## src/verilog/ogd_pkg.sv

```systemverilog
// Constants for the output-group divider and channel-routing block.
// Assumes the serial control port presents decoded register cycles.
`default_nettype none
package ogd_pkg;
	// ------------------------------------------------------------
	// Register bus widths and addresses
	// ------------------------------------------------------------
	localparam int          ADDR_W           = 10;
	localparam int          DATA_W           = 8;
	localparam logic [9:0]  ADDR_DIV1_COUNTS = 10'h193;
	localparam logic [9:0]  ADDR_DIV1_CTRL   = 10'h194;
	localparam logic [9:0]  ADDR_CHAN1_CTRL  = 10'h195;
	localparam logic [9:0]  ADDR_DIV2_COUNTS = 10'h196;
	localparam logic [9:0]  ADDR_DIV2_CTRL   = 10'h197;
	// ------------------------------------------------------------
	// Field positions
	// ------------------------------------------------------------
	localparam int          BIT_BYPASS       = 7;
	localparam int          BIT_IGNORE_SYNC  = 6;
	localparam int          BIT_FORCE_HIGH   = 5;
	localparam int          BIT_START_HIGH   = 4;
	localparam int          PHASE_LSB        = 0;
	localparam int          LOW_LSB          = 4;
	localparam int          HIGH_LSB         = 0;
	localparam int          FIELD_W          = 4;
	localparam int          BIT_POWER_DOWN   = 2;
	localparam int          BIT_DIRECT       = 1;
	localparam int          BIT_DCC_DISABLE  = 0;
	// ------------------------------------------------------------
	// Reset values, write masks and unmapped read value
	// ------------------------------------------------------------
	localparam logic [7:0]  RST_DIV1_COUNTS  = 8'h33;
	localparam logic [7:0]  RST_DIV1_CTRL    = 8'h00;
	localparam logic [7:0]  RST_CHAN1_CTRL   = 8'h00;
	localparam logic [7:0]  RST_DIV2_COUNTS  = 8'h11;
	localparam logic [7:0]  RST_DIV2_CTRL    = 8'h00;
	localparam logic [7:0]  CHAN1_MASK       = 8'h07;
	localparam logic [7:0]  DIV2_CTRL_MASK   = 8'h80;
	localparam logic [7:0]  READ_UNMAPPED    = 8'h00;
	// ------------------------------------------------------------
	// Direct-route source codes and clock pin synchroniser constants
	// ------------------------------------------------------------
	localparam logic [1:0]  SRC_OSC          = 2'h2;
	localparam logic [1:0]  SRC_EXT          = 2'h0;
	localparam int          SYNC_STAGES      = 3;
	localparam int          NUM_PINS         = 2;
	localparam int          PIN_OSC          = 0;
	localparam int          PIN_EXT          = 1;
endpackage
`default_nettype wire

```

## src/verilog/ogd_divider.sv

```systemverilog
// One output divider: low/high counts, phase delay, start level,
// bypass, force and synchronisation handling.
// Assumes in_tick_in marks one rising edge of the divider input clock.
`timescale 1ns/100ps
`default_nettype none
module ogd_divider
	import ogd_pkg::*;
(
	input  wire logic               core_clk_in,    // Core clock
	input  wire logic               resetn_in,      // Async reset, low
	input  wire logic               in_tick_in,     // Input clock edge
	input  wire logic               in_level_in,    // Input clock level
	input  wire logic               bypass_in,      // Bypass divider
	input  wire logic               ignore_sync_in, // Ignore sync
	input  wire logic               force_high_in,  // Force output high
	input  wire logic               start_high_in,  // Start level
	input  wire logic [FIELD_W-1:0] phase_in,       // Phase offset
	input  wire logic [FIELD_W-1:0] low_in,         // Low cycles - 1
	input  wire logic [FIELD_W-1:0] high_in,        // High cycles - 1
	input  wire logic               sync_in,        // Chip-level sync
	output logic                    div_out         // Divider output
);
	typedef enum logic [1:0] {OGD_RUN, OGD_HOLD, OGD_DELAY} ogd_state_t;

	ogd_state_t         state_r, state_nxt;
	logic [FIELD_W-1:0] cnt_r, cnt_nxt;
	logic               out_r, out_nxt;

	// ------------------------------------------------------------
	// Next state
	// ------------------------------------------------------------
	always_comb begin
		state_nxt = state_r;
		cnt_nxt   = cnt_r;
		out_nxt   = out_r;
		if (bypass_in) begin
			state_nxt = OGD_HOLD;
			out_nxt   = in_level_in;
		end else if (ignore_sync_in && force_high_in) begin
			state_nxt = OGD_HOLD;
			out_nxt   = 1'b1;
		end else if (sync_in && !ignore_sync_in) begin
			state_nxt = OGD_HOLD;
			out_nxt   = start_high_in;
		end else begin
			unique case (state_r)
				OGD_HOLD: begin
					if (phase_in != '0) begin
						state_nxt = OGD_DELAY;
						cnt_nxt   = phase_in;
					end else begin
						state_nxt = OGD_RUN;
						cnt_nxt   = out_r ? high_in : low_in;
					end
				end
				OGD_DELAY: begin
					if (in_tick_in) begin
						if (cnt_r == FIELD_W'(1)) begin
							state_nxt = OGD_RUN;
							cnt_nxt   = out_r ? high_in : low_in;
						end else begin
							cnt_nxt = cnt_r - FIELD_W'(1);
						end
					end
				end
				OGD_RUN: begin
					if (in_tick_in) begin
						if (cnt_r == '0) begin
							out_nxt = !out_r;
							cnt_nxt = out_r ? low_in : high_in;
						end else begin
							cnt_nxt = cnt_r - FIELD_W'(1);
						end
					end
				end
			endcase
		end
	end

	// ------------------------------------------------------------
	// Registers
	// ------------------------------------------------------------
	always_ff @(posedge core_clk_in or negedge resetn_in) begin
		if (!resetn_in) begin
			state_r <= OGD_HOLD;
			cnt_r   <= '0;
			out_r   <= 1'b0;
		end else begin
			state_r <= state_nxt;
			cnt_r   <= cnt_nxt;
			out_r   <= out_nxt;
		end
	end

	assign div_out = out_r;
endmodule
`default_nettype wire

```

## src/verilog/ogd_top.sv

```systemverilog
// Output group 1 divider, channel 1 routing and divider 2 counts/bypass.
// Assumes the serial control port gives single-cycle register strobes
// on core_clk_in and that clock pins toggle well below 20 MHz.
//
// Function
// - A set bypass bit powers the divider down and passes its input.
// - The divider obeys chip sync unless its ignore-sync bit is set.
// - Force-high sets a static output level; software sets ignore-sync.
// - Start-high picks the output level at which the divider begins.
// - A four-bit phase offset, reset zero, delays the output in cycles.
// - Channel power-down puts all three group outputs in safe state.
// - With direct clear the group outputs come from the divider.
// - With direct set, source 10b feeds the oscillator, 00b the clock.
// - Duty-cycle correction runs unless its disable bit is set.
// - Output stays low for the low field plus one input cycles.
// - Output stays high for the high field plus one input cycles.
// - Divider 1 low and high fields reset to 0x3 each.
`timescale 1ns/100ps
`default_nettype none
module ogd_top
	import ogd_pkg::*;
(
	input  wire logic              core_clk_in,                // 40 MHz
	input  wire logic              resetn_in,                  // Reset, low
	input  wire logic [ADDR_W-1:0] reg_addr_in,                // Reg address
	input  wire logic [DATA_W-1:0] reg_wdata_in,               // Write data
	input  wire logic              reg_wr_in,                  // Write strobe
	input  wire logic              reg_rd_in,                  // Read strobe
	input  wire logic [1:0]        clk_source_sel_in,          // Source code
	input  wire logic              sync_in,                    // Chip sync
	input  wire logic              internal_oscillator_in,     // Osc pin
	input  wire logic              ext_clk_in,                 // Ext clk pin
	output logic [DATA_W-1:0]      reg_rdata_out,              // Read data
	output logic                   group1_output_a_out,        // Output a
	output logic                   group1_output_b_out,        // Output b
	output logic                   group1_output_c_out,        // Output c
	output logic                   group1_power_down_out,      // Safe state
	output logic                   duty_cycle_correction_out,  // DCC enable
	output logic                   div2_clk_out                // Divider 2
);
	logic [DATA_W-1:0] div1_counts_r,  div1_counts_nxt;
	logic [DATA_W-1:0] div1_ctrl_r,    div1_ctrl_nxt;
	logic [DATA_W-1:0] chan1_ctrl_r,   chan1_ctrl_nxt;
	logic [DATA_W-1:0] div2_counts_r,  div2_counts_nxt;
	logic [DATA_W-1:0] div2_ctrl_r,    div2_ctrl_nxt;
	logic [DATA_W-1:0] rdata_r,        rdata_nxt;
	logic [NUM_PINS-1:0] pin_raw;
	logic [NUM_PINS-1:0] pin_lvl;
	logic [NUM_PINS-1:0] pin_tick;
	logic              div_in_level, div_in_tick;
	logic              div1_q, div2_q;
	logic              grp_r, grp_nxt;
	logic              pd_r, pd_nxt;
	logic              dcc_r, dcc_nxt;
	logic              d2_r, d2_nxt;

	// Selects a register image by address; unmapped reads as zero
	function automatic logic [DATA_W-1:0] read_mux(
		input logic [ADDR_W-1:0] addr,
		input logic [DATA_W-1:0] c1,
		input logic [DATA_W-1:0] k1,
		input logic [DATA_W-1:0] h1,
		input logic [DATA_W-1:0] c2,
		input logic [DATA_W-1:0] k2
	);
		logic [DATA_W-1:0] v;
		v = READ_UNMAPPED;
		unique case (addr)
			ADDR_DIV1_COUNTS: v = c1;
			ADDR_DIV1_CTRL:   v = k1;
			ADDR_CHAN1_CTRL:  v = h1;
			ADDR_DIV2_COUNTS: v = c2;
			ADDR_DIV2_CTRL:   v = k2;
			default:          v = READ_UNMAPPED;
		endcase
		return v;
	endfunction

	// ------------------------------------------------------------
	// Clock pin synchronisers
	// ------------------------------------------------------------
	assign pin_raw[PIN_OSC] = internal_oscillator_in;
	assign pin_raw[PIN_EXT] = ext_clk_in;

	genvar g;
	generate
		for (g = 0; g < NUM_PINS; g++) begin : g_pin
			logic [SYNC_STAGES-1:0] sh_r, sh_nxt;
			logic                   lvl_r, lvl_nxt;
			always_comb begin
				sh_nxt  = {sh_r[SYNC_STAGES-2:0], pin_raw[g]};
				lvl_nxt = lvl_r;
				// Level changes once stages two and three agree
				if (sh_r[1] == sh_r[2]) begin
					lvl_nxt = sh_r[2];
				end
			end
			always_ff @(posedge core_clk_in or negedge resetn_in) begin
				if (!resetn_in) begin
					sh_r  <= '0;
					lvl_r <= 1'b0;
				end else begin
					sh_r  <= sh_nxt;
					lvl_r <= lvl_nxt;
				end
			end
			assign pin_lvl[g]  = lvl_r;
			assign pin_tick[g] = lvl_nxt && !lvl_r;
		end
	endgenerate

	assign div_in_level = clk_source_sel_in[1] ? pin_lvl[PIN_OSC]
		: pin_lvl[PIN_EXT];
	assign div_in_tick  = clk_source_sel_in[1] ? pin_tick[PIN_OSC]
		: pin_tick[PIN_EXT];

	// ------------------------------------------------------------
	// Register file
	// ------------------------------------------------------------
	always_comb begin
		div1_counts_nxt = div1_counts_r;
		div1_ctrl_nxt   = div1_ctrl_r;
		chan1_ctrl_nxt  = chan1_ctrl_r;
		div2_counts_nxt = div2_counts_r;
		div2_ctrl_nxt   = div2_ctrl_r;
		rdata_nxt       = rdata_r;
		if (reg_wr_in) begin
			unique case (reg_addr_in)
				ADDR_DIV1_COUNTS: div1_counts_nxt = reg_wdata_in;
				ADDR_DIV1_CTRL:   div1_ctrl_nxt   = reg_wdata_in;
				ADDR_CHAN1_CTRL:  chan1_ctrl_nxt  = reg_wdata_in & CHAN1_MASK;
				ADDR_DIV2_COUNTS: div2_counts_nxt = reg_wdata_in;
				ADDR_DIV2_CTRL:   div2_ctrl_nxt   = reg_wdata_in & DIV2_CTRL_MASK;
				default: begin
				end
			endcase
		end
		if (reg_rd_in) begin
			rdata_nxt = read_mux(reg_addr_in, div1_counts_r, div1_ctrl_r,
				chan1_ctrl_r, div2_counts_r, div2_ctrl_r);
		end
	end

	always_ff @(posedge core_clk_in or negedge resetn_in) begin
		if (!resetn_in) begin
			div1_counts_r <= RST_DIV1_COUNTS;
			div1_ctrl_r   <= RST_DIV1_CTRL;
			chan1_ctrl_r  <= RST_CHAN1_CTRL;
			div2_counts_r <= RST_DIV2_COUNTS;
			div2_ctrl_r   <= RST_DIV2_CTRL;
			rdata_r       <= READ_UNMAPPED;
		end else begin
			div1_counts_r <= div1_counts_nxt;
			div1_ctrl_r   <= div1_ctrl_nxt;
			chan1_ctrl_r  <= chan1_ctrl_nxt;
			div2_counts_r <= div2_counts_nxt;
			div2_ctrl_r   <= div2_ctrl_nxt;
			rdata_r       <= rdata_nxt;
		end
	end

	// ------------------------------------------------------------
	// Dividers
	// ------------------------------------------------------------
	ogd_divider u_div1 (
		.core_clk_in    (core_clk_in),
		.resetn_in      (resetn_in),
		.in_tick_in     (div_in_tick),
		.in_level_in    (div_in_level),
		.bypass_in      (div1_ctrl_r[BIT_BYPASS]),
		.ignore_sync_in (div1_ctrl_r[BIT_IGNORE_SYNC]),
		.force_high_in  (div1_ctrl_r[BIT_FORCE_HIGH]),
		.start_high_in  (div1_ctrl_r[BIT_START_HIGH]),
		.phase_in       (div1_ctrl_r[PHASE_LSB +: FIELD_W]),
		.low_in         (div1_counts_r[LOW_LSB +: FIELD_W]),
		.high_in        (div1_counts_r[HIGH_LSB +: FIELD_W]),
		.sync_in        (sync_in),
		.div_out        (div1_q)
	);

	// Divider 2 keeps only counts and bypass here; other bits held clear
	ogd_divider u_div2 (
		.core_clk_in    (core_clk_in),
		.resetn_in      (resetn_in),
		.in_tick_in     (div_in_tick),
		.in_level_in    (div_in_level),
		.bypass_in      (div2_ctrl_r[BIT_BYPASS]),
		.ignore_sync_in (1'b0),
		.force_high_in  (1'b0),
		.start_high_in  (1'b0),
		.phase_in       ('0),
		.low_in         (div2_counts_r[LOW_LSB +: FIELD_W]),
		.high_in        (div2_counts_r[HIGH_LSB +: FIELD_W]),
		.sync_in        (sync_in),
		.div_out        (div2_q)
	);

	// ------------------------------------------------------------
	// Channel 1 routing
	// ------------------------------------------------------------
	always_comb begin
		grp_nxt = div1_q;
		if (chan1_ctrl_r[BIT_DIRECT]) begin
			if (clk_source_sel_in == SRC_OSC) begin
				grp_nxt = pin_lvl[PIN_OSC];
			end else if (clk_source_sel_in == SRC_EXT) begin
				grp_nxt = pin_lvl[PIN_EXT];
			end
		end
		pd_nxt = chan1_ctrl_r[BIT_POWER_DOWN];
		if (pd_nxt) begin
			grp_nxt = 1'b0;
		end
		dcc_nxt = !chan1_ctrl_r[BIT_DCC_DISABLE];
		d2_nxt  = div2_q;
	end

	always_ff @(posedge core_clk_in or negedge resetn_in) begin
		if (!resetn_in) begin
			grp_r <= 1'b0;
			pd_r  <= 1'b0;
			dcc_r <= 1'b1;
			d2_r  <= 1'b0;
		end else begin
			grp_r <= grp_nxt;
			pd_r  <= pd_nxt;
			dcc_r <= dcc_nxt;
			d2_r  <= d2_nxt;
		end
	end

	assign reg_rdata_out             = rdata_r;
	assign group1_output_a_out       = grp_r;
	assign group1_output_b_out       = grp_r;
	assign group1_output_c_out       = grp_r;
	assign group1_power_down_out     = pd_r;
	assign duty_cycle_correction_out = dcc_r;
	assign div2_clk_out              = d2_r;
endmodule
`default_nettype wire

```

## config.mk

```make
export PLATFORM = sky130hd
export DESIGN_NAME = ogd_top
export DESIGN_NICKNAME = d
export VERILOG_FILES = /design/src/verilog/ogd_pkg.sv /design/src/verilog/ogd_divider.sv /design/src/verilog/ogd_top.sv
export SDC_FILE = /design/constraint.sdc
export NUM_CORES = 1
export LEC_CHECK = 0
export ABC_AREA = 1
export BUFFER_PORTS_ARGS = -buffer_cell sky130_fd_sc_hd__buf_2
export CAP_MARGIN = 15
export CORE_UTILIZATION = 55
export DETAILED_ROUTE_END_ITERATION = 7
export GPL_TIMING_DRIVEN = 0
export PLACE_DENSITY_LB_ADDON = 0.05
export REMOVE_ABC_BUFFERS = 1
export SYNTH_ARGS = -nofsm -noshare
export SYNTH_HDL_FRONTEND = slang
export SYNTH_HIERARCHICAL = 1
export SYNTH_SLANG_ARGS = --single-unit
```

## constraint.sdc

```tcl
create_clock -name core_clk_in -period 2.95 [get_ports core_clk_in]
set_input_delay 0.295 -clock core_clk_in [delete_from_list [all_inputs] [get_ports core_clk_in]]
set_output_delay 0.295 -clock core_clk_in [all_outputs]
set_load 0.01 [all_outputs]
```

=== Yosys cells after proc, flatten, opt, wreduce, memory -nomap -nowiden ===
Cells that the tools add are included.

* Logic and storage cells: 131
* Register bits after elaboration: 62
* Input bits: 27

* Multiplexer cells: 47
* Bitwise gates (word level): 5
* Reductions and logical operators: 35
* $add $sub $neg: 2
* Equal/unequal tests: 22

{| class="wikitable"
|+ Operators by type and width
! cell !! number
|-
| $mux W4 || 13
|-
| $eq A10 B9 Y1 const B || 5
|-
| $pmux W8 S5 || 1
|-
| $pmux W4 S3 || 2
|-
| $mux W2 || 10
|-
| $reduce_bool A4 Y1 || 5
|-
| $mux W1 || 19
|-
| $reduce_and A3 Y1 || 4
|-
| $reduce_and A2 Y1 || 5
|-
| $reduce_bool A3 Y1 || 3
|-
| $eq A4 B1 Y1 const B || 2
|-
| $logic_not A4 Y1 || 2
|-
| $ne A2 B2 Y1 const B || 4
|-
| $pmux W2 S2 || 2
|-
| $sub A4 B1 Y4 const B || 2
|-
| $eq A2 B2 Y1 const B || 3
|-
| $logic_not A1 Y1 || 6
|-
| $logic_not A2 Y1 || 3
|-
| $ne A5 B2 Y1 const B || 1
|-
| $ne A5 B3 Y1 const B || 1
|-
| $not A1 Y1 || 5
|-
| $reduce_and A5 Y1 || 1
|-
| $reduce_bool A5 Y1 || 1
|-
| $eq A2 B1 Y1 const B || 2
|-
| other kinds (5) || 9
|}

=== Logic depth before layout (Yosys ltp) ===
Gate-level depths: netlist (run 1).

* Word-level depth: 9
* Depth in mapped cells: 10

=== Modules after synthesis ===
The synthesis (run 1) kept the hierarchy.

{| class="wikitable"
|+ Modules (own cells, without submodules)
! module !! seq. area each (um^2) !! cells an instance !! area an instance (um^2) !! times used
|-
| ogd_top || 1,209.9 || 241 || 2,237.1 || 1
|-
| ogd_divider || 176.4 || 153 || 852.1 || 2
|}

=== Worst setup path before layout (run 1) ===
OpenSTA, ideal clock, no wires.

* Path type: register to register
* Start: register g_pin[1].lvl_r
* End: register u_div1.cnt_r[3]
* Buffers on the path: 0
* Arrival time: 1,338 ps
* Cell stages (with the launch flop): 9
* Setup slack: 1,541 ps
* Period minus slack after synthesis: 1,409 ps
* Path through: dfrtp_1 > maj3_1 > nand3_1 > nand2_1 > nor2_1 > nor2_4 > nand3_1 > nor2_1 > nor2_1

* Cells in the longest elaborated chain, start to end: 5
* Elaborated cells between the ends (all ways): 7
* Those cells by class: eq/ne: 2; mux: 2; reduce/logical: 3

{| class="wikitable"
|+ Ends and longest elaborated chain
! what !! RTL line !! text
|-
| start: declaration || ogd_top.sv:89 || <nowiki>logic lvl_r, lvl_nxt;</nowiki>
|-
| start signal: assignment || ogd_top.sv:104 || <nowiki>lvl_r <= lvl_nxt;</nowiki>
|-
| $mux W1 (*) || ogd_top.sv:94 || <nowiki>if (sh_r[1] == sh_r[2]) begin</nowiki>
|-
| via g_pin[1].lvl_nxt || ogd_top.sv:89 ||
|-
| $logic_and A1 B1 Y1 (*) || ogd_top.sv:108 || <nowiki>assign pin_tick[g] = lvl_nxt && !lvl_r;</nowiki>
|-
| $mux W1 (*) || ogd_top.sv:114 || <nowiki>assign div_in_tick = clk_source_sel_in[1] ? pin_tick[PIN_OSC]</nowiki>
|-
| via div_in_tick || ogd_top.sv:50 || <nowiki>logic div_in_level, div_in_tick;</nowiki>
|-
| $ne A2 B2 Y1 (no source line) || n/a ||
|-
| $reduce_and A5 Y1 (no source line) (*) || n/a ||
|-
| end signal: assignment || ogd_divider.sv:90 || <nowiki>cnt_r <= cnt_nxt;</nowiki>
|-
| end: declaration || ogd_divider.sv:26 || <nowiki>logic [FIELD_W-1:0] cnt_r, cnt_nxt;</nowiki>
|}

The timed path passes the listed nets; every way through them passes the cells marked *.
A chain may end at the register's enable or synchronous reset.

=== Final worst setup path (run 1) ===
* Start: register g_pin[0].lvl_r
* End: register u_div2.cnt_r[3]

* Cells in the longest elaborated chain, start to end: 5
* Elaborated cells between the ends (all ways): 7
* Those cells by class: eq/ne: 2; mux: 2; reduce/logical: 3

{| class="wikitable"
|+ Ends and longest elaborated chain
! what !! RTL line
|-
| start: declaration || ogd_top.sv:89
|-
| start signal: assignment || ogd_top.sv:104
|-
| $mux W1 (*) || ogd_top.sv:94
|-
| via g_pin[0].lvl_nxt || ogd_top.sv:89
|-
| $logic_and A1 B1 Y1 (*) || ogd_top.sv:108
|-
| $mux W1 (*) || ogd_top.sv:114
|-
| via div_in_tick || ogd_top.sv:50
|-
| $ne A2 B2 Y1 (no source line) || n/a
|-
| $reduce_and A4 Y1 (no source line) (*) || n/a
|-
| end signal: assignment || ogd_divider.sv:90
|-
| end: declaration || ogd_divider.sv:26
|}

Marked as above.

==> impl_metrics.toml, run 1 <==
[finish]
drive_above_1_share_pct = 20.2
syn_to_final_growth_pct = 10.9
antenna_cells = 0
final_cell_area_mm2 = 0.00437
layout.nets = 627

[timing]
period_share_pct = 55.5
rsz0062_at_grt = "no"
fin_ws_ps = 1310
relSlewSlack_pct = 51.2
tns_ps = 0
setup_violations = 0
clock_skew_ps = 9.82
hold_slack_ps = 2.39
slew_violations = 0
fin_crit_ps = 1640
fmax_mhz = 611
worst_slew_pin_slew_ps = 732
hold_viol_final = 0

[power]
clockPowerShare_pct = 34.4
cellInternalPower_w = 0.00147
switching_share_pct = 33.7
ir_drop_uv = 296
power_density_mw_per_mm2 = 508
seqPwrFrac_pct = 44.9
p_switching_w = 0.000747
comb_power_share_pct = 20.7
p_leak_nw = 2.39

[clock_network]
clock_latency_ps = 350
cts_max_level = 3
cts_tree = "built"
cts_resized = 0
cts.sinks = 62
holdBufCountCts = 0
clkTransAtPathRegs_ps = 70
post_cts_buffers = 0
cts.path.max_buffers = 2
cts_buffers = 9
cts_root_buf = "clkbuf_8"

[floorplanning]
core_area_mm2 = 0.00687
start_util_pct = 57.4
die_x_um = 86.7
dieArea_mm2 = 0.00751
num_rows = 30
die_h_um = 86.7
io_pins = 41

[synth]
yosysSeqAreaShare_pct = 39.7
yosys_warnings = 6
ys_ff_latch = 62
synth_cell_types = 32
async_flop_share_pct = 100
syn_area_mm2 = 0.00394
synth.avg_cell_area_um2 = 7.21
synthCells = 547
synth-edff-count = 0
ys.flop_type = "dfrtp_1"

[global_routing]
grt_overflow = 0
grt_pass1_vias = 3332
grt_pass1_wl_um = 15000
track_usage_pct = 26.3
antenna_found_initial = 0
grt_max_degree = 34

[worst_setup_path]
slowest_stage = "dfrtp_1"
critical_path_buf_inv_count = 0
critPathMostFrequentCell = "nor2_1"
worstSetupPathType = "reg2reg"
crit_chain = "maj3_1 > nand2_1 > nand2_1 > nor2_1 > nor2_4 > nand3_1 > nor2_1 > nor2_1"
crit_path_max_fanout = 8
start_kind = "flip-flop"
path_depth = 8
path_delay_family = "simple AND/OR/NAND/NOR gates"
cp_data_arrival_time_ps = 1920
endpoint_kind = "flip-flop"
crit_start = "g_pin[0].lvl_r"
cp.required_ps = 3240
r2r-start = "g_pin[0].lvl_r"
worstRegToRegCells = 8
max_stage_delay_ps = 400

[status]
outcome = "complete, no violations"

[routing]
num_vias = 3476
wl_per_cell_um = 12.7
drc_errors = 0
drtIter0Drc = 169
wl_um = 8820
routed_via_density = 5.00
ant_nets = 0
dr.pass1.iters = 4

[placed_design]
pre_cts_slack_ps = 1320
place_congestion = 0.898
port_buffers = 40
placed_area_mm2 = 0.00417
dp_hpwl_um = 6730

[job]
drv_cap = 0

[min_path]
hold_path.class = "in2async"
-- cells in the final DEF, fill, tap and decap left out, drive strengths merged --
cell type  synthesis  layout
nand2            211     211
inv               74      74
nand3             60      60
dfrtp             53      53
o21ai             52      52
nor2              51      51
buf               12      41
clkbuf             0       9
dfstp              9       9
conb               1       8
ha                 6       6
a21oi              6       6
nor3               4       4
clkinv             1       4
clkinvlp           0       3
maj3               2       2
o31ai              2       2
and3               2       2
or2                1       1
bufinv             0       1
-- cell usage after synthesis (2+ instances only) --
| master | count | area share [%] |
|---|---|---|
| nand2_1 | 208 | 20 |
| inv_1 | 61 | 5.8 |
| dfrtp_1 | 53 | 34 |
| nand3_1 | 51 | 6.5 |
| nor2_1 | 38 | 3.6 |
| o21ai_0 | 26 | 3.3 |
| inv_2 | 13 | 1.2 |
| o21ai_1 | 13 | 1.7 |
| o21ai_2 | 13 | 2.9 |
| dfstp_2 | 9 | 6.0 |
| nor2_4 | 9 | 2.6 |
| buf_6 | 8 | 2.3 |
| nand3_2 | 7 | 1.8 |
| ha_1 | 6 | 1.9 |
| a21oi_1 | 5 | 0.63 |
| nor2_2 | 3 | 0.48 |
| and3_1 | 2 | 0.32 |
| buf_4 | 2 | 0.38 |
| buf_8 | 2 | 0.76 |
| maj3_1 | 2 | 0.51 |
| nand2_2 | 2 | 0.32 |
| nand3_4 | 2 | 0.89 |
| nor3_1 | 2 | 0.25 |
| o31ai_1 | 2 | 0.38 |
-- registers in the layout, summed over array words and instances (netlist names), 3 cells and up --
register,flops
chan1_ctrl_r,3
div1_counts_r,8
div1_ctrl_r,8
div2_counts_r,8
g_pin.sh_r,6
reg_rdata_out,8
u_div1/cnt_r,4
u_div2/cnt_r,4
-- final cells by class --
cell class	count	area, um^2
clock buffers	9	124
clock inverters	7	75.1
fillers	635	2500
inverters	75	282
multi-input cells	405	1990
flip-flops and latches	62	1560
well taps	96	120
repair buffers	41	220
-- power by group through the flow --
stage	sequential, W	clock [W]	combinational (W)
after floorplan	0.000995	0	0.000335
after global placement	0.00101	0	0.000438
after detailed placement	0.00101	0	0.000460
after CTS	0.000998	0.000779	0.000462
after global routing	0.00101	0.000810	0.000530
final	0.000997	0.000763	0.000459
-- worst paths after layout --
check                                         to  slack (ps)
min in group core_clk_in        g_pin[1].sh_r[0]          40
worst min-delay path             u_div2/cnt_r[2]           2
worst max register to register   u_div2/cnt_r[3]        1310
worst min register to register  g_pin[1].sh_r[1]         360
max in group asynchronous       div2_counts_r[4]        2260
worst max-delay path             u_div2/cnt_r[3]        1310
-- worst reg2reg max path, stage by stage, from the launching register on --
cell and delay, ps:
dfrtp_1 400, maj3_1 370, nand2_1 70, nand2_1 130
nor2_1 250, nor2_4 110, nand3_1 110, nor2_1 50
nor2_1 80
-- kinds of logic after synthesis --
logic type | share of synthesized area, %
compound gates | 9.08
fa+ha+maj | 2.41
buf+inv | 10.6
flops | 39.7
other cells | 0.0951
simple gates | 38.2
-- layer usage --
layer / track usage [%] / up-vias / wire length [um]
met3: 4.57 / 24 / 312
met5: 0 / - / 0
li1: - / 1789 / -
met4: 13.9 / 0 / 316
met1: 32.7 / 1593 / 4000
met2: 43.7 / 70 / 4180
-- metrics by stage --
step	utilization [%]	power, W	instances
detailed placement	60.7	0.00147	679
global route	63.6	0.00235	695
CTS	63.6	0.00224	695
floorplan	-	0.00133	542
finish	63.6	0.00222	695
global placement	60.5	0.00145	678
Power figures use the tool's default switching activity.
==> run 2, diff against run 1 <==
==> constraint.sdc (replaced) <==
create_clock -name core_clk_in -period 1.65 [get_ports core_clk_in]
set_input_delay 0.165 -clock core_clk_in [delete_from_list [all_inputs] [get_ports core_clk_in]]
set_output_delay 0.165 -clock core_clk_in [all_outputs]
set_load 0.01 [all_outputs]
==> run 2 against run 1 <==
Compared with the run above: power up 80%; setup slack worse by 1200 ps; fmax grew 9.9%; register-to-register slack got worse by 1200 ps; sequential share of layout area down 0.42 points; cell count up 0.43%; highest routed layer unchanged.
==> impl_metrics.toml, run 2 (synthesis gave the netlist of run 1 again) <==
[status]
outcome = "complete, no violations"

[floorplanning]
num_rows = 30
dieArea_mm2 = 0.00751
die_h_um = 86.7
start_util_pct = 57.4
die_x_um = 86.7
io_pins = 41
core_area_mm2 = 0.00687

[min_path]
holdPathStages = 3
hold_path.class = "in2reg"
hp-start = "reg_wdata_in[7]"
min_to = "div1_counts_r[7]"

[worst_setup_path]
worstRegToRegCells = 9
r2r_end = "u_div1/cnt_r[1]"
crit_start = "u_div1/cnt_r[0]"
crit_path_max_fanout = 6
start_kind = "flip-flop"
endpoint_kind = "flip-flop"
path_delay_family = "simple AND/OR/NAND/NOR gates"
rrSetupSlack_ps = 160
crit_chain = "inv_1 > ha_1 > nand3_2 > inv_1 > nand2_1 > nand3_1 > nand2_1 > nor2_1 > nor2_1"
critical_path_buf_inv_count = 2
slowest_stage = "dfrtp_1"
cp.required_ps = 1890
r2r-start = "u_div1/cnt_r[0]"
cp_data_arrival_time_ps = 1730
worstSetupPathType = "reg2reg"
max_stage_delay_ps = 440

[routing]
num_vias = 3513
wl_um = 8920
dr.pass1.iters = 5
wl_per_cell_um = 12.8
routed_via_density = 5.03
ant_nets = 0
drc_errors = 0
drtIter0Drc = 151

[finish]
final_cell_area_mm2 = 0.00442
final_core_util_pct = 64.4
antenna_cells = 0
n_fill_cell = 628
ff_latch_area_mm2 = 0.00156
layout_commonest_cell = "nand2_1"
layout.nets = 630
drive_above_1_share_pct = 20.6
multi_input_area_mm2 = 0.00201
mostFrequentLayoutCells = "nand2_1 (207), inv_1 (61), dfrtp_1 (53)"
syn_to_final_growth_pct = 12.3

[power]
p_total_w = 0.00399
power_density_mw_per_mm2 = 902
p_leak_nw = 2.40
ir_drop_uv = 545

[placed_design]
placed_area_mm2 = 0.00417
dp_hpwl_um = 6730
place_congestion = 0.898
port_buffers = 40

[timing]
fmax_mhz = 672
slew_violations = 0
worst_slew_pin_slew_ps = 739
tns_ps = 0
relSlewSlack_pct = 50.7
fin_crit_ps = 1490
clock_skew_ps = 8.13
setup_violations = 0
period_share_pct = 90.2
hold_viol_final = 0
rsz0062_at_grt = "no"

[clock_network]
cts_tree = "built"
post_cts_buffers = 0
cts_buffers = 9
clkTransAtPathRegs_ps = 80
cts_root_buf = "clkbuf_8"
clock_latency_ps = 350
cts.sinks = 62
cts_max_level = 3
cts.path.max_buffers = 2

[global_routing]
grt_pass1_wl_um = 15100
grt_overflow = 0
grt_pass1_vias = 3354
antenna_found_initial = 0
track_usage_pct = 26.4
grt_max_degree = 34

[job]
drv_cap = 0
[run 2: cell count changes in the layout (fill, tap and decap cells not counted)]
cell           previous run  this run
nand2_1                 208       207
dlygate4sd3_1             0         3
nand2_4                   1         2
nor2_4                    9        11
nor2_1                   38        36
[run 2: tightest hold or removal path, delay by kind of cell]
| kind | cells | cell delay, ps |
|---|---|---|
| buffers and inverters | 1 | 90 |
| AOI/OAI and AO/OA | 1 | 50 |
| and+or+nand+nor | 1 | 40 |
[run 2: routing by layer]
metal	routed length, um	part of all wire, %	track usage [%]
met2	4220	47	44.2
met3	312	3.5	4.57
met1	4080	46	32.7
met5	0	0	0
met4	310	3.5	13.9
[run 2: repair_timing]
item,CTS,global route
resized for setup,0,6
endpoints found under the hold margin,24,0
hold buffers,3,0
endpoints found under the setup margin,0,9
[run 2: stage by stage]
| step | cells | setup slack (ps) | hold slack [ps] |
|---|---|---|---|
| finish | 698 | 161 | 36.9 |
| global route | 698 | 5.79 | 34.1 |
| CTS | 698 | 3.01 | 28.1 |
| detailed placement | 679 | 17.4 | 267 |
| global placement | 678 | 74.4 | 273 |
| floorplan | 542 | 241 | -131 |
[run 2: cell type report]
type / count / share of cell area (%)
clock buffer: 9 / 2.80
clock inverter: 7 / 1.70
inverter: 75 / 6.36
multi-input combinational: 405 / 45.4
sequential: 62 / 35.3
tap: 96 / 2.71
timing repair buffer: 44 / 5.66
[run 2: how the worst max path moves through the flow]
stage / to / cells past startpoint
final: u_div1/cnt_r[1] / 9
after global routing: u_div2/cnt_r[3] / 8
after CTS: u_div2/cnt_r[3] / 8
after detailed placement: u_div2/cnt_r[3] / 8
after floorplan: u_div1/cnt_r[3] / 8
after global placement: u_div2/cnt_r[3] / 8
[run 2: report_power, final]
| group | internal (W) | switching [W] | total (W) |
|---|---|---|---|
| Clock | 0.000699 | 0.000669 | 0.00137 |
| Combinational | 0.000308 | 0.000530 | 0.000838 |
| Sequential | 0.00163 | 0.000152 | 0.00179 |
==> run 3, diff against run 2 <==
--- a/config.mk
+++ b/config.mk
@@ -5,7 +5,6 @@
 export SDC_FILE = /design/constraint.sdc
 export NUM_CORES = 1
 export LEC_CHECK = 0
-export ABC_AREA = 1
 export BUFFER_PORTS_ARGS = -buffer_cell sky130_fd_sc_hd__buf_2
 export CAP_MARGIN = 15
 export CORE_UTILIZATION = 55
==> run 3 against run 2 <==
Compared with the run above: the flow now finishes with violations (setup timing); largest power group unchanged; register-to-register slack worse by 320 ps; clock skew fell by 1.6 ps; synthesized cell count fell by 39%; design area is 1.0% lower; combinational power rose by 11%; die area decreased by 8.3%; clock power rose by 12%; routed wire length down 1.7%; sequential power increased by 4%; sequential cell count unchanged; critical path type unchanged.
==> impl_metrics.toml, run 3 <==
[routing]
drtIter0Drc = 154
ant_nets = 0
routed_via_density = 6.08
num_vias = 2957
drc_errors = 0
wl_per_cell_um = 18.0
wl_um = 8770
dr.pass1.iters = 5

[placed_design]
dp_hpwl_um = 6050
placed_area_mm2 = 0.00389
pre_cts_slack_ps = -358
port_buffers = 40
place_congestion = 0.931

[clock_network]
cts_max_level = 3
cts_buffers = 9
clock_latency_ps = 350
cts.sinks = 62
clkTransAtPathRegs_ps = 80
cts_tree = "built"
cts.path.max_buffers = 2
cts_root_buf = "clkbuf_8"

[min_path]
hold_path.class = "in2reg"

[finish]
multi_input_area_mm2 = 0.00204
layout.nets = 437
drive_above_1_share_pct = 36.7
ff_latch_area_mm2 = 0.00157
final_cell_area_mm2 = 0.00438
n_fill_cell = 503
layout_commonest_cell = "dfrtp_1"
syn_to_final_growth_pct = 21.4
mostFrequentLayoutCells = "dfrtp_1 (51), buf_2 (40), mux2_2 (33)"
antenna_cells = 0

[worst_setup_path]
crit_path_max_fanout = 6
cp_data_arrival_time_ps = 2090
critical_path_buf_inv_count = 1
start_kind = "flip-flop"
max_stage_delay_ps = 470
slowest_stage = "or4_1"
worstSetupPathType = "reg2reg"
cp.required_ps = 1940
crit_chain = "inv_2 > ha_4 > mux2_4 > or4_1 > a41o_1 > nand3_1"
endpoint_kind = "flip-flop"
path_delay_family = "simple AND/OR/NAND/NOR gates"

[synth]
synth_xor_xnor_area_share_pct = 0
synth_common_cells = "dfrtp_1 (53), mux2_2 (33), inv_1 (20), nor2_1 (16), mux2i_1 (13)"
synth-edff-count = 0
async_flop_share_pct = 100
ys.flop_type = "dfrtp_1"
synth_compound_area_share_pct = 14.3
synth_top_family_by_area = "simple AND/OR/NAND/NOR gates"
netlist.area_leader.share_pct = 36.8
post-synth-top-area-cell = "dfrtp_1"
yosysSeqAreaShare_pct = 43.3
ys_ff_latch = 62
yosysMostFrequentCell = "dfrtp_1"
yosys.area_share.simple_pct = 20.1
synth_fa_ha_area_share_pct = 2.64
synthCells = 334
synth.avg_cell_area_um2 = 10.8
yosys_warnings = 6
synth.area.mux_share_pct = 14.7
synth_area_leaders = "dfrtp_1 (37%), mux2_2 (10%), dfstp_2 (6.6%)"
syn_area_mm2 = 0.00361
synth_cell_types = 59

[timing]
rsz0062_at_grt = "yes"
fin_ws_ps = -156
relSlewSlack_pct = 55.5
slew_violations = 0
fin_crit_ps = 1810
clock_skew_ps = 6.54
worst_slew_pin_slew_ps = 668
hold_viol_final = 0
setup_violations = 7
fmax_mhz = 554
period_share_pct = 109

[floorplanning]
io_pins = 41
dieArea_mm2 = 0.00689
num_rows = 29
core_area_mm2 = 0.00635
die_x_um = 83.0
start_util_pct = 56.8
die_h_um = 83.0

[global_routing]
antenna_found_initial = 0
grt_pass1_vias = 2861
grt_max_degree = 34
track_usage_pct = 26.6
grt_pass1_wl_um = 14300
grt_overflow = 0

[power]
p_total_w = 0.00432
power_density_mw_per_mm2 = 987
ir_drop_uv = 1080
p_leak_nw = 2.05

[status]
outcome = "finished with violations"
violations = "setup timing"

[job]
drv_cap = 0
## run 3: changes by cell type in the layout (fill, tap and decap cells not counted), moves of 10 or more
cell,before,now
nor2_4,11,0
o21ai_0,26,4
nor2_1,36,16
mux2i_1,0,13
mux2_2,0,33
inv_1,61,16
buf_4,0,14
nand2_1,207,10
o21ai_2,13,0
conb_1,8,18
nand3_1,51,6
## run 3: cell families (layout without fill, tap and decap cells)
family,count (synthesis),after routing
AOI/OAI and AO/OA,68,68
and+or+nand+nor,109,109
adders and majority gates,8,8
other,1,18
DFF,62,62
buffers and inverters,38,96
muxes,48,48
## run 3: cell type report
class / instances / area share (%)
timing repair buffer: 60 / 8.63
inverter: 20 / 1.71
multi-input combinational: 251 / 46.6
clock buffer: 11 / 3.23
sequential: 62 / 35.8
tap: 77 / 2.20
clock inverter: 5 / 1.86
## run 3: path summary, 6_finish.rpt
| kind | start | endpoint | slack (ps) | cells after the start |
|---|---|---|---|---|
| hold / removal | reg_wdata_in[3] | div1_counts_r[3] | 80 | 2 |
| setup / recovery | u_div2/cnt_r[1] | u_div2/cnt_r[3] | -160 | 6 |
| hold reg to reg | g_pin[0].sh_r[0] | g_pin[0].sh_r[1] | 350 | 0 |
| max in group asynchronous | resetn_in | div1_counts_r[5] | 590 | 3 |
| min in group asynchronous | resetn_in | u_div2/cnt_r[1] | 380 | 2 |
| setup reg to reg | u_div2/cnt_r[1] | u_div2/cnt_r[3] | -160 | 6 |
## run 3: report_power, final
| part | switching (W) | internal [W] | total (W) |
|---|---|---|---|
| clock network | 0.000632 | 0.000895 | 0.00153 |
| registers | 0.000216 | 0.00165 | 0.00186 |
| logic | 0.000494 | 0.000441 | 0.000934 |
## run 3: layer usage
metal	part of all wire [%]	vias to the layer above	global-route usage, %
met5	0	-	0
met3	6.0	12	5.07
li1	-	1394	-
met4	1.5	0	10.5
met1	46	1445	36.6
met2	46	106	41.7
## run 3: metrics by stage
step                      std cells  hold WS (ps)  setup TNS, ps  util, %
after floorplan                 333          -131           -253        -
after global placement          450           275          -2060     60.9
after detailed placement        451           233          -2180     61.2
after CTS                       481          74.8           -310     68.0
after global routing            486          92.8          -1230     68.9
final                           486          82.9           -484     68.9
## run 3: repair_timing
item | in CTS | in global routing
buffers inserted | 11 | 5
endpoints found under the setup margin | 8 | 8
endpoints found under the hold margin | 26 | 0
pin swaps | 9 | 8
hold buffers | 3 | 0
resized for setup | 22 | 7
